==> config.mk <==
export PLATFORM = sky130hd
export DESIGN_NAME = ogc_regs
export DESIGN_NICKNAME = d
export VERILOG_FILES = /design/src/rtl/ogc_pkg.sv /design/src/rtl/ogc_regs.sv
export VERILOG_INCLUDE_DIRS = /design/src /design/src/rtl
export SDC_FILE = /design/constraint.sdc
export NUM_CORES = 1
export LEC_CHECK = 0
export BUFFER_PORTS_ARGS = -buffer_cell sky130_fd_sc_hd__clkbuf_2
export CAP_MARGIN = 20
export CORE_MARGIN = 10
export CORE_UTILIZATION = 51
export CTS_CLUSTER_DIAMETER = 80
export DETAILED_ROUTE_END_ITERATION = 7
export PLACE_DENSITY = 0.79
export SLEW_MARGIN = 10
export SYNTH_ARGS = -nofsm -noshare
export SYNTH_HDL_FRONTEND = slang
export SYNTH_SLANG_ARGS = --single-unit
==> constraint.sdc <==
create_clock -name i_clk -period 2.2 [get_ports i_clk]
set_input_delay 0.22 -clock i_clk [delete_from_list [all_inputs] [get_ports i_clk]]
set_output_delay 0.22 -clock i_clk [all_outputs]
set_load 0.03 [all_outputs]
==> src/rtl/ogc_map.svh <==
/*
  Register map, field positions and reset values of the output gain
  control bank. Assumes a 32-bit Wishbone slave that decodes word
  addresses: byte address = 4 * register index.
*/
// Functional notes
// - Each headphone stage takes a 6-bit level in bits 5:0, -57 dB to +6 dB in 1 dB steps.
// - Both headphone levels reset to 101101.
// - Writing one to bit 8 of either headphone register applies both headphone levels together.
// - Headphone bit 7 picks immediate (0) or zero-cross (1) gain changes, reset 0.
// - Headphone bit 6 is an active-low mute, reset 1 (audio passes).
// - The four line output halves mute with bits 6, 5, 2 and 1 (1 mutes), all reset 1.
// - Line bits 4 and 0 set 0 dB or -6 dB for a whole differential pair.
// - The earpiece mutes with bit 5 (1 mutes), reset 1.
// - The earpiece gain is 0 dB or -6 dB by bit 4, reset 0.
// - Each mixer-output stage takes a 6-bit level, -57 dB to +6 dB, reset 111001.
// - Writing one to bit 8 of either mixer-output register applies both mixer levels together.
// - Mixer-output bit 7 picks zero-cross (1) or immediate (0) changes, reset 0.
// - Mixer-output bit 6 is an active-low mute, reset 1.
// - Speaker mixer bits 5 to 2 each add -3 dB on one input when set.
// - The 2-bit speaker mixer level codes 0, -6, -12 dB and mute, reset 11.
`ifndef OGC_MAP_SVH
`define OGC_MAP_SVH

// -----------------------------------------------------------------
// Register indices (byte address is four times the index)
// -----------------------------------------------------------------
`define OGC_IDX_HP_L 6'h1C
`define OGC_IDX_HP_R 6'h1D
`define OGC_IDX_LINE 6'h1E
`define OGC_IDX_EAR 6'h1F
`define OGC_IDX_MIX_L 6'h20
`define OGC_IDX_MIX_R 6'h21
`define OGC_IDX_SPK 6'h22
`define OGC_IDX_STATUS 6'h3F

// -----------------------------------------------------------------
// Field positions
// -----------------------------------------------------------------
`define OGC_ADR_MSB 7
`define OGC_ADR_LSB 2
`define OGC_B_COMMIT 8
`define OGC_B_ZC 7
`define OGC_B_UNMUTE 6
`define OGC_B_LINE_A_NEG 6
`define OGC_B_LINE_A_POS 5
`define OGC_B_LINE_A_CUT 4
`define OGC_B_LINE_B_NEG 2
`define OGC_B_LINE_B_POS 1
`define OGC_B_LINE_B_CUT 0
`define OGC_B_EAR_SILENCE 5
`define OGC_B_EAR_CUT 4

// -----------------------------------------------------------------
// Reset values
// -----------------------------------------------------------------
`define OGC_HP_LEVEL_RST 6'h2D
`define OGC_MIX_LEVEL_RST 6'h39
`define OGC_ZC_RST 1'h0
`define OGC_UNMUTE_RST 1'h1
`define OGC_LINE_RST 6'h36
`define OGC_EAR_SILENCE_RST 1'h1
`define OGC_EAR_CUT_RST 1'h0
`define OGC_SPK_RST 6'h03

`endif

==> src/rtl/ogc_pkg.sv <==
/*
  Types shared by the output gain control bank and its users.
  Assumes nothing of its surroundings.
*/
package ogc_pkg;

  // One volume stage, laid out as register bits 7:0
  typedef struct packed {
    logic zero_cross;
    logic unmute;
    logic [5:0] level;
  } ogc_stage_s;

  // Both differential line outputs
  typedef struct packed {
    logic a_neg_silence;
    logic a_pos_silence;
    logic a_cut;
    logic b_neg_silence;
    logic b_pos_silence;
    logic b_cut;
  } ogc_line_s;

  // Left speaker mixer trims, laid out as register bits 5:0
  typedef struct packed {
    logic left_bypass_fine_cut;
    logic left_input_fine_cut;
    logic left_mixer_fine_cut;
    logic left_converter_fine_cut;
    logic [1:0] left_speaker_sum_level;
  } ogc_spk_s;

endpackage

==> src/rtl/ogc_regs.sv <==
/*
  Output gain control register bank: headphone and mixer-output
  volume stages with paired commit and zero-cross timing, line
  output, earpiece and left speaker mixer controls.
  Assumes a classic Wishbone master on i_clk and zero-cross level
  inputs from the analogue side, asynchronous to i_clk.
*/
`timescale 1ns/10ps
`include "ogc_map.svh"

module ogc_regs
  import ogc_pkg::*;
(
  // Clock and reset
  input wire logic i_clk,
  input wire logic i_reset_n,
  // Wishbone slave
  input wire logic i_wb_cyc,
  input wire logic i_wb_stb,
  input wire logic i_wb_we,
  input wire logic [7:0] i_wb_adr,
  input wire logic [3:0] i_wb_sel,
  input wire logic [31:0] i_wb_dat,
  output logic [31:0] o_wb_dat,
  output logic o_wb_ack,
  // Zero-cross levels: 0 phones L, 1 phones R, 2 mixer L, 3 mixer R
  input wire logic [3:0] i_zero_cross,
  // Applied volume stages, same order
  output ogc_stage_s [3:0] o_gain,
  // Static output controls
  output ogc_line_s o_line,
  output logic o_earpiece_silence,
  output logic o_earpiece_cut,
  output ogc_spk_s o_spk
);

  // -----------------------------------------------------------------
  // Bus decode
  // -----------------------------------------------------------------

  logic take;
  logic wr;
  logic [5:0] idx;
  logic [1:0] commit;
  logic [31:0] rd_nxt;

  // A request is taken once, in the cycle before ack
  assign take = i_wb_cyc && i_wb_stb && !o_wb_ack;
  assign wr = take && i_wb_we;
  assign idx = i_wb_adr[`OGC_ADR_MSB:`OGC_ADR_LSB];

  // Commit strobes: pair 0 phones, pair 1 mixer outputs
  always_comb
  begin
    commit[0] = wr && i_wb_sel[1] && i_wb_dat[`OGC_B_COMMIT]
      && (idx == `OGC_IDX_HP_L || idx == `OGC_IDX_HP_R);
    commit[1] = wr && i_wb_sel[1] && i_wb_dat[`OGC_B_COMMIT]
      && (idx == `OGC_IDX_MIX_L || idx == `OGC_IDX_MIX_R);
  end

  // Map a stage number to its register index
  function automatic logic [5:0] stage_idx(input int unsigned n);
    logic [5:0] r;
    r = `OGC_IDX_HP_L;
    case (n)
      1: r = `OGC_IDX_HP_R;
      2: r = `OGC_IDX_MIX_L;
      3: r = `OGC_IDX_MIX_R;
      default: r = `OGC_IDX_HP_L;
    endcase
    return r;
  endfunction

  // -----------------------------------------------------------------
  // Zero-cross synchronisers
  // -----------------------------------------------------------------

  logic [3:0] zc_meta_r;
  logic [3:0] zc_sync_r;
  logic [3:0] zc_last_r;
  logic [2:0] zc_ready_r;
  logic [3:0] zc_edge;

  // Two flops before use, a third for edge detection
  always_ff @(posedge i_clk or negedge i_reset_n)
  begin
    if (!i_reset_n)
    begin
      zc_meta_r <= 4'h0;
      zc_sync_r <= 4'h0;
      zc_last_r <= 4'h0;
      zc_ready_r <= 3'h0;
    end
    else
    begin
      zc_meta_r <= i_zero_cross;
      zc_sync_r <= zc_meta_r;
      zc_last_r <= zc_sync_r;
      zc_ready_r <= {zc_ready_r[1:0], 1'b1};
    end
  end

  // Either polarity change marks a crossing; masked until the edge flop
  // holds the pin, so a pin resting high gives no false crossing
  assign zc_edge = (zc_sync_r ^ zc_last_r) & {4{zc_ready_r[2]}};

  // -----------------------------------------------------------------
  // Volume stages
  // -----------------------------------------------------------------

  ogc_stage_s [3:0] pend_r;
  logic [3:0] armed_r;

  for (genvar g = 0; g < 4; g++)
  begin : g_stage
    localparam logic [5:0] LEVEL_RST =
      (g < 2) ? `OGC_HP_LEVEL_RST : `OGC_MIX_LEVEL_RST;
    logic hit;
    logic apply;

    assign hit = wr && i_wb_sel[0] && idx == stage_idx(g);
    // Wait for a crossing only when zero-cross timing is on
    assign apply = armed_r[g]
      && (!pend_r[g].zero_cross || zc_edge[g]);

    // Pending level, mode and mute as software wrote them
    always_ff @(posedge i_clk or negedge i_reset_n)
    begin
      if (!i_reset_n)
      begin
        pend_r[g].zero_cross <= `OGC_ZC_RST;
        pend_r[g].unmute <= `OGC_UNMUTE_RST;
        pend_r[g].level <= LEVEL_RST;
      end
      else if (hit)
      begin
        pend_r[g] <= i_wb_dat[7:0];
      end
    end

    // Commit arms the stage; a new commit wins over the apply
    always_ff @(posedge i_clk or negedge i_reset_n)
    begin
      if (!i_reset_n)
      begin
        armed_r[g] <= 1'b0;
      end
      else if (commit[g / 2])
      begin
        armed_r[g] <= 1'b1;
      end
      else if (apply)
      begin
        armed_r[g] <= 1'b0;
      end
    end

    // Applied stage: level on apply, mute and mode at once
    always_ff @(posedge i_clk or negedge i_reset_n)
    begin
      if (!i_reset_n)
      begin
        o_gain[g].zero_cross <= `OGC_ZC_RST;
        o_gain[g].unmute <= `OGC_UNMUTE_RST;
        o_gain[g].level <= LEVEL_RST;
      end
      else
      begin
        o_gain[g].zero_cross <= pend_r[g].zero_cross;
        o_gain[g].unmute <= pend_r[g].unmute;
        if (apply)
        begin
          o_gain[g].level <= pend_r[g].level;
        end
      end
    end
  end

  // -----------------------------------------------------------------
  // Line outputs
  // -----------------------------------------------------------------

  // Four mutes and two pair gains, each on its own bit
  always_ff @(posedge i_clk or negedge i_reset_n)
  begin
    if (!i_reset_n)
    begin
      o_line <= `OGC_LINE_RST;
    end
    else if (wr && i_wb_sel[0] && idx == `OGC_IDX_LINE)
    begin
      o_line.a_neg_silence <= i_wb_dat[`OGC_B_LINE_A_NEG];
      o_line.a_pos_silence <= i_wb_dat[`OGC_B_LINE_A_POS];
      o_line.a_cut <= i_wb_dat[`OGC_B_LINE_A_CUT];
      o_line.b_neg_silence <= i_wb_dat[`OGC_B_LINE_B_NEG];
      o_line.b_pos_silence <= i_wb_dat[`OGC_B_LINE_B_POS];
      o_line.b_cut <= i_wb_dat[`OGC_B_LINE_B_CUT];
    end
  end

  // -----------------------------------------------------------------
  // Earpiece and speaker mixer
  // -----------------------------------------------------------------

  // Earpiece starts silent at 0 dB
  always_ff @(posedge i_clk or negedge i_reset_n)
  begin
    if (!i_reset_n)
    begin
      o_earpiece_silence <= `OGC_EAR_SILENCE_RST;
      o_earpiece_cut <= `OGC_EAR_CUT_RST;
    end
    else if (wr && i_wb_sel[0] && idx == `OGC_IDX_EAR)
    begin
      o_earpiece_silence <= i_wb_dat[`OGC_B_EAR_SILENCE];
      o_earpiece_cut <= i_wb_dat[`OGC_B_EAR_CUT];
    end
  end

  // Four fine trims and the summed level, straight from bits 5:0
  always_ff @(posedge i_clk or negedge i_reset_n)
  begin
    if (!i_reset_n)
    begin
      o_spk <= `OGC_SPK_RST;
    end
    else if (wr && i_wb_sel[0] && idx == `OGC_IDX_SPK)
    begin
      o_spk <= i_wb_dat[5:0];
    end
  end

  // -----------------------------------------------------------------
  // Read back and acknowledge
  // -----------------------------------------------------------------

  // Commit bits read as zero; unmapped words read as zero
  always_comb
  begin
    rd_nxt = 32'h0;
    case (idx)
      `OGC_IDX_HP_L: rd_nxt[7:0] = pend_r[0];
      `OGC_IDX_HP_R: rd_nxt[7:0] = pend_r[1];
      `OGC_IDX_MIX_L: rd_nxt[7:0] = pend_r[2];
      `OGC_IDX_MIX_R: rd_nxt[7:0] = pend_r[3];
      `OGC_IDX_LINE:
      begin
        rd_nxt[`OGC_B_LINE_A_NEG] = o_line.a_neg_silence;
        rd_nxt[`OGC_B_LINE_A_POS] = o_line.a_pos_silence;
        rd_nxt[`OGC_B_LINE_A_CUT] = o_line.a_cut;
        rd_nxt[`OGC_B_LINE_B_NEG] = o_line.b_neg_silence;
        rd_nxt[`OGC_B_LINE_B_POS] = o_line.b_pos_silence;
        rd_nxt[`OGC_B_LINE_B_CUT] = o_line.b_cut;
      end
      `OGC_IDX_EAR:
      begin
        rd_nxt[`OGC_B_EAR_SILENCE] = o_earpiece_silence;
        rd_nxt[`OGC_B_EAR_CUT] = o_earpiece_cut;
      end
      `OGC_IDX_SPK: rd_nxt[5:0] = o_spk;
      `OGC_IDX_STATUS: rd_nxt[3:0] = armed_r;
      default: rd_nxt = 32'h0;
    endcase
  end

  // One-cycle ack; read data held until the next read request
  always_ff @(posedge i_clk or negedge i_reset_n)
  begin
    if (!i_reset_n)
    begin
      o_wb_ack <= 1'b0;
      o_wb_dat <= 32'h0;
    end
    else
    begin
      o_wb_ack <= take;
      if (take && !i_wb_we)
      begin
        o_wb_dat <= rd_nxt;
      end
    end
  end

endmodule

==> metrics.txt <==
CP endpoint kind flip-flop; worst path cell trace and3b_1 > and3_1 > and3_1 > mux2_2; top_reg_cell synth dfrtp_1; share of post-route cells with drive strength above 1 57.77%; Fmax 0.5233 GHz; fillers 689; Clk network pwr share 32.6%; clk slew on worst S/H paths 0.10 ns; clock root buffer clkbuf_8; net switching power 965.0 uW; Remaining DRCs 0; total track usage 15.08%; area of the multi-input gates 1608 um2; CP Launch Type flip-flop; DR WL/cell 18.64 um; reg2reg path depth 4; DIE WIDTH 113.8 um; crit-path leading delay family simple AND/OR/NAND/NOR gates; worst slew pin tran 0.5412 ns; Fin Clk Skew 0.009022 ns; CP dominant cell by count and3_1; worst endpoint required time 2.45 ns; CTS Buffer Depth 2; CP max stage cell and3_1; Cell Pwr Density 697.3 nW/um2; first-iteration detailed-routing DRC count 128; vias in the first global route 2928; Port Buffers 80; Clock Sinks 106; Worst-Skew Late Latency 0.36 ns; setup TNS 0 ns; Synth cell types 40; worst IR drop on VDD 0.3775 mV; crit path max fanout 8; TritonRoute pass-1 iters 4; core area 8636 um2; layout overhead on the synthesized area 16.33%; Initial Utilization 51.91%; Via density 5.210; first-pass GRT wire length 15.55 mm; RR Endpoint pend_r[31]; Switching Share 26.54%; Pleak 2.530 nW; DPL Wire Length 7.502 mm; total power 3.636 mW; Arr. time, crit path 2.16 ns; Slew headroom 63.92%; Comb pwr share 10.6%; EDFF count, synth 0; critical path type flip-flop to flip-flop; grt total ovfl 0; total number of vias 2709; GPL Wtd Cong 0.7934; CTS resizes 0; Worst Setup SP o_wb_ack; row cnt 34; Worst path max stage delay 0.43 ns; Post-DP Area 4964 um2; fin crit period 1.911 ns; H-tree depth 3; setup bufs post-CTS 0; Max Slew Vio Count 0; final hold slack 0.1747 ns; result of the run completed; worst path buffer plus inverter count 0; mean area per synthesized cell 14.32 um2; worst setup path endpoint pend_r[31]; Yosys top cell area share 32.93%; Die Area 12940 um2; CTS tree done; Flop pwr share 56.9%; fin nets 460; WL final 9.695 mm; largest net degree at the start of global routing 65; Placed Cells 499; final hold violation count 0; ant diodes 0; Finished Cell Area 5215 um2; initial antenna violation count 0; Yosys reg bits 106; final worst-path cycle share 86.86%; async set or reset register ratio after synthesis 100.0%; Final setup viols 0; Yosys warning total 0; reg2reg setup slack 0.29 ns; r2r startpoint o_wb_ack; cell-internal power 2.671 mW; post-route ant nets 0; post-synthesis sequential area ratio 60.48%; max-capacitance violation count 0; WP depth 4; Mapped Area 4483 um2; Post-Syn Instances 313; final std cells w/o fill 520; area leader, netlist dfrtp_1; min-delay worst type input pin to flip-flop; TritonCTS Buffers 9; register area 2711 um2; die height 113.8 um; main area contributors after synthesis dfrtp_1 33%, dfstp_2 28%, mux2_2 19%, buf_4 4.4%, mux2i_1 1.8%; RSZ-0062 raised after global routing no; I/O pin count 132
-- final cells by class --
class	instances	area share, %
clock inverter	7	1.488
tap	108	2.591
multi-input combinational	190	30.83
inverter	5	0.3599
clock buffer	9	2.375
sequential	106	51.99
timing repair buffer	95	10.36
-- worst min-delay path by stage --
stage,slack (ns),end,cells past startpoint,start
after detailed placement,0.24,zc_meta_r[1],1,i_reset_n
after floorplan,-0.08,armed_r[0],0,i_reset_n
after global placement,0.23,zc_meta_r[1],1,i_reset_n
after CTS,0.17,pend_r[22],2,i_wb_dat[6]
final,0.17,o_line[5],2,i_wb_dat[6]
after global routing,0.16,pend_r[15],2,i_wb_dat[7]
-- stage by stage --
step	setup slack, ns	utilization, %
finish	0.2892	60.39
global route	0.1597	60.39
floorplan	0.3080	-
CTS	0.2996	60.39
global placement	0.2309	57.48
detailed placement	0.2057	57.48
-- synth_stat cells, drive strengths merged, types with 3 or more instances --
| cell type | count |
|---|---|
| nand3b | 4 |
| o21ai | 8 |
| and3 | 3 |
| a21oi | 4 |
| mux2 | 76 |
| a31oi | 3 |
| nor3 | 4 |
| buf | 29 |
| xnor2 | 3 |
| mux2i | 8 |
| a22oi | 7 |
| clkbuf | 6 |
| nor2 | 11 |
| dfstp | 47 |
| dfrtp | 59 |
| nand3 | 4 |
| inv | 5 |
| nand2 | 7 |
-- cells in the final DEF, fill, tap and decap left out, drive strengths merged, types with 2 or more instances in the layout --
cell	count
dfstp	47
nor3	4
mux2	76
nand4	2
inv	6
nand3	4
dfrtp	59
mux4	2
a31oi	3
a21oi	4
dlygate4sd3	5
o21ai	8
a22oi	7
nor2	11
nand2	7
nand2b	2
o21bai	2
nand3b	4
clkinv	4
conb	25
buf	11
a2bb2oi	2
mux2i	8
a221oi	2
nor2b	2
xnor2	3
and3	3
clkbuf	88
-- per-layer routing --
layer | GRT usage [%] | part of all wire (%)
met1 | 19.01 | 42
met4 | 4.569 | 1.3
met5 | 0 | 0
met2 | 23.71 | 49
met3 | 5.512 | 7.8
-- logic make-up (layout without fill, tap and decap cells) --
logic type / count (synthesis) / in the layout / synth area share [%]
AO/OA/AOI/OAI: 30 / 30 / 4.466
multiplexers: 86 / 86 / 21.88
buffers and inverters: 40 / 116 / 5.582
other: 2 / 25 / 0.1675
XOR/XNOR: 4 / 4 / 0.7816
AND/OR/NAND/NOR: 45 / 45 / 6.643
flip-flops: 106 / 106 / 60.48
-- flip-flops by register name (all words and copies together), names as in the netlist --
name	cells
o_earpiece_cut	1
zc_meta_r	4
pend_r	32
zc_sync_r	4
armed_r	4
o_wb_ack	1
o_line	6
o_earpiece_silence	1
o_spk	6
zc_ready_r	3
o_wb_dat	8
o_gain	32
zc_last_r	4
-- power groups by stage --
| stage | Clock [mW] | Sequential, mW | Combinational (mW) |
|---|---|---|---|
| after floorplan | 0 | 2.17 | 0.181 |
| after global placement | 0 | 2.09 | 0.372 |
| after detailed placement | 0 | 2.10 | 0.379 |
| after CTS | 1.21 | 2.07 | 0.388 |
| after global routing | 1.29 | 2.08 | 0.415 |
| final | 1.18 | 2.07 | 0.384 |
-- timing repair --
action / in CTS / in global routing
hold buffers: 5 / 0
hold endpoints to repair: 42 / 0
endpoints found under the setup margin: 0 / 0
No activity file was read; power rests on OpenSTA's default activity.
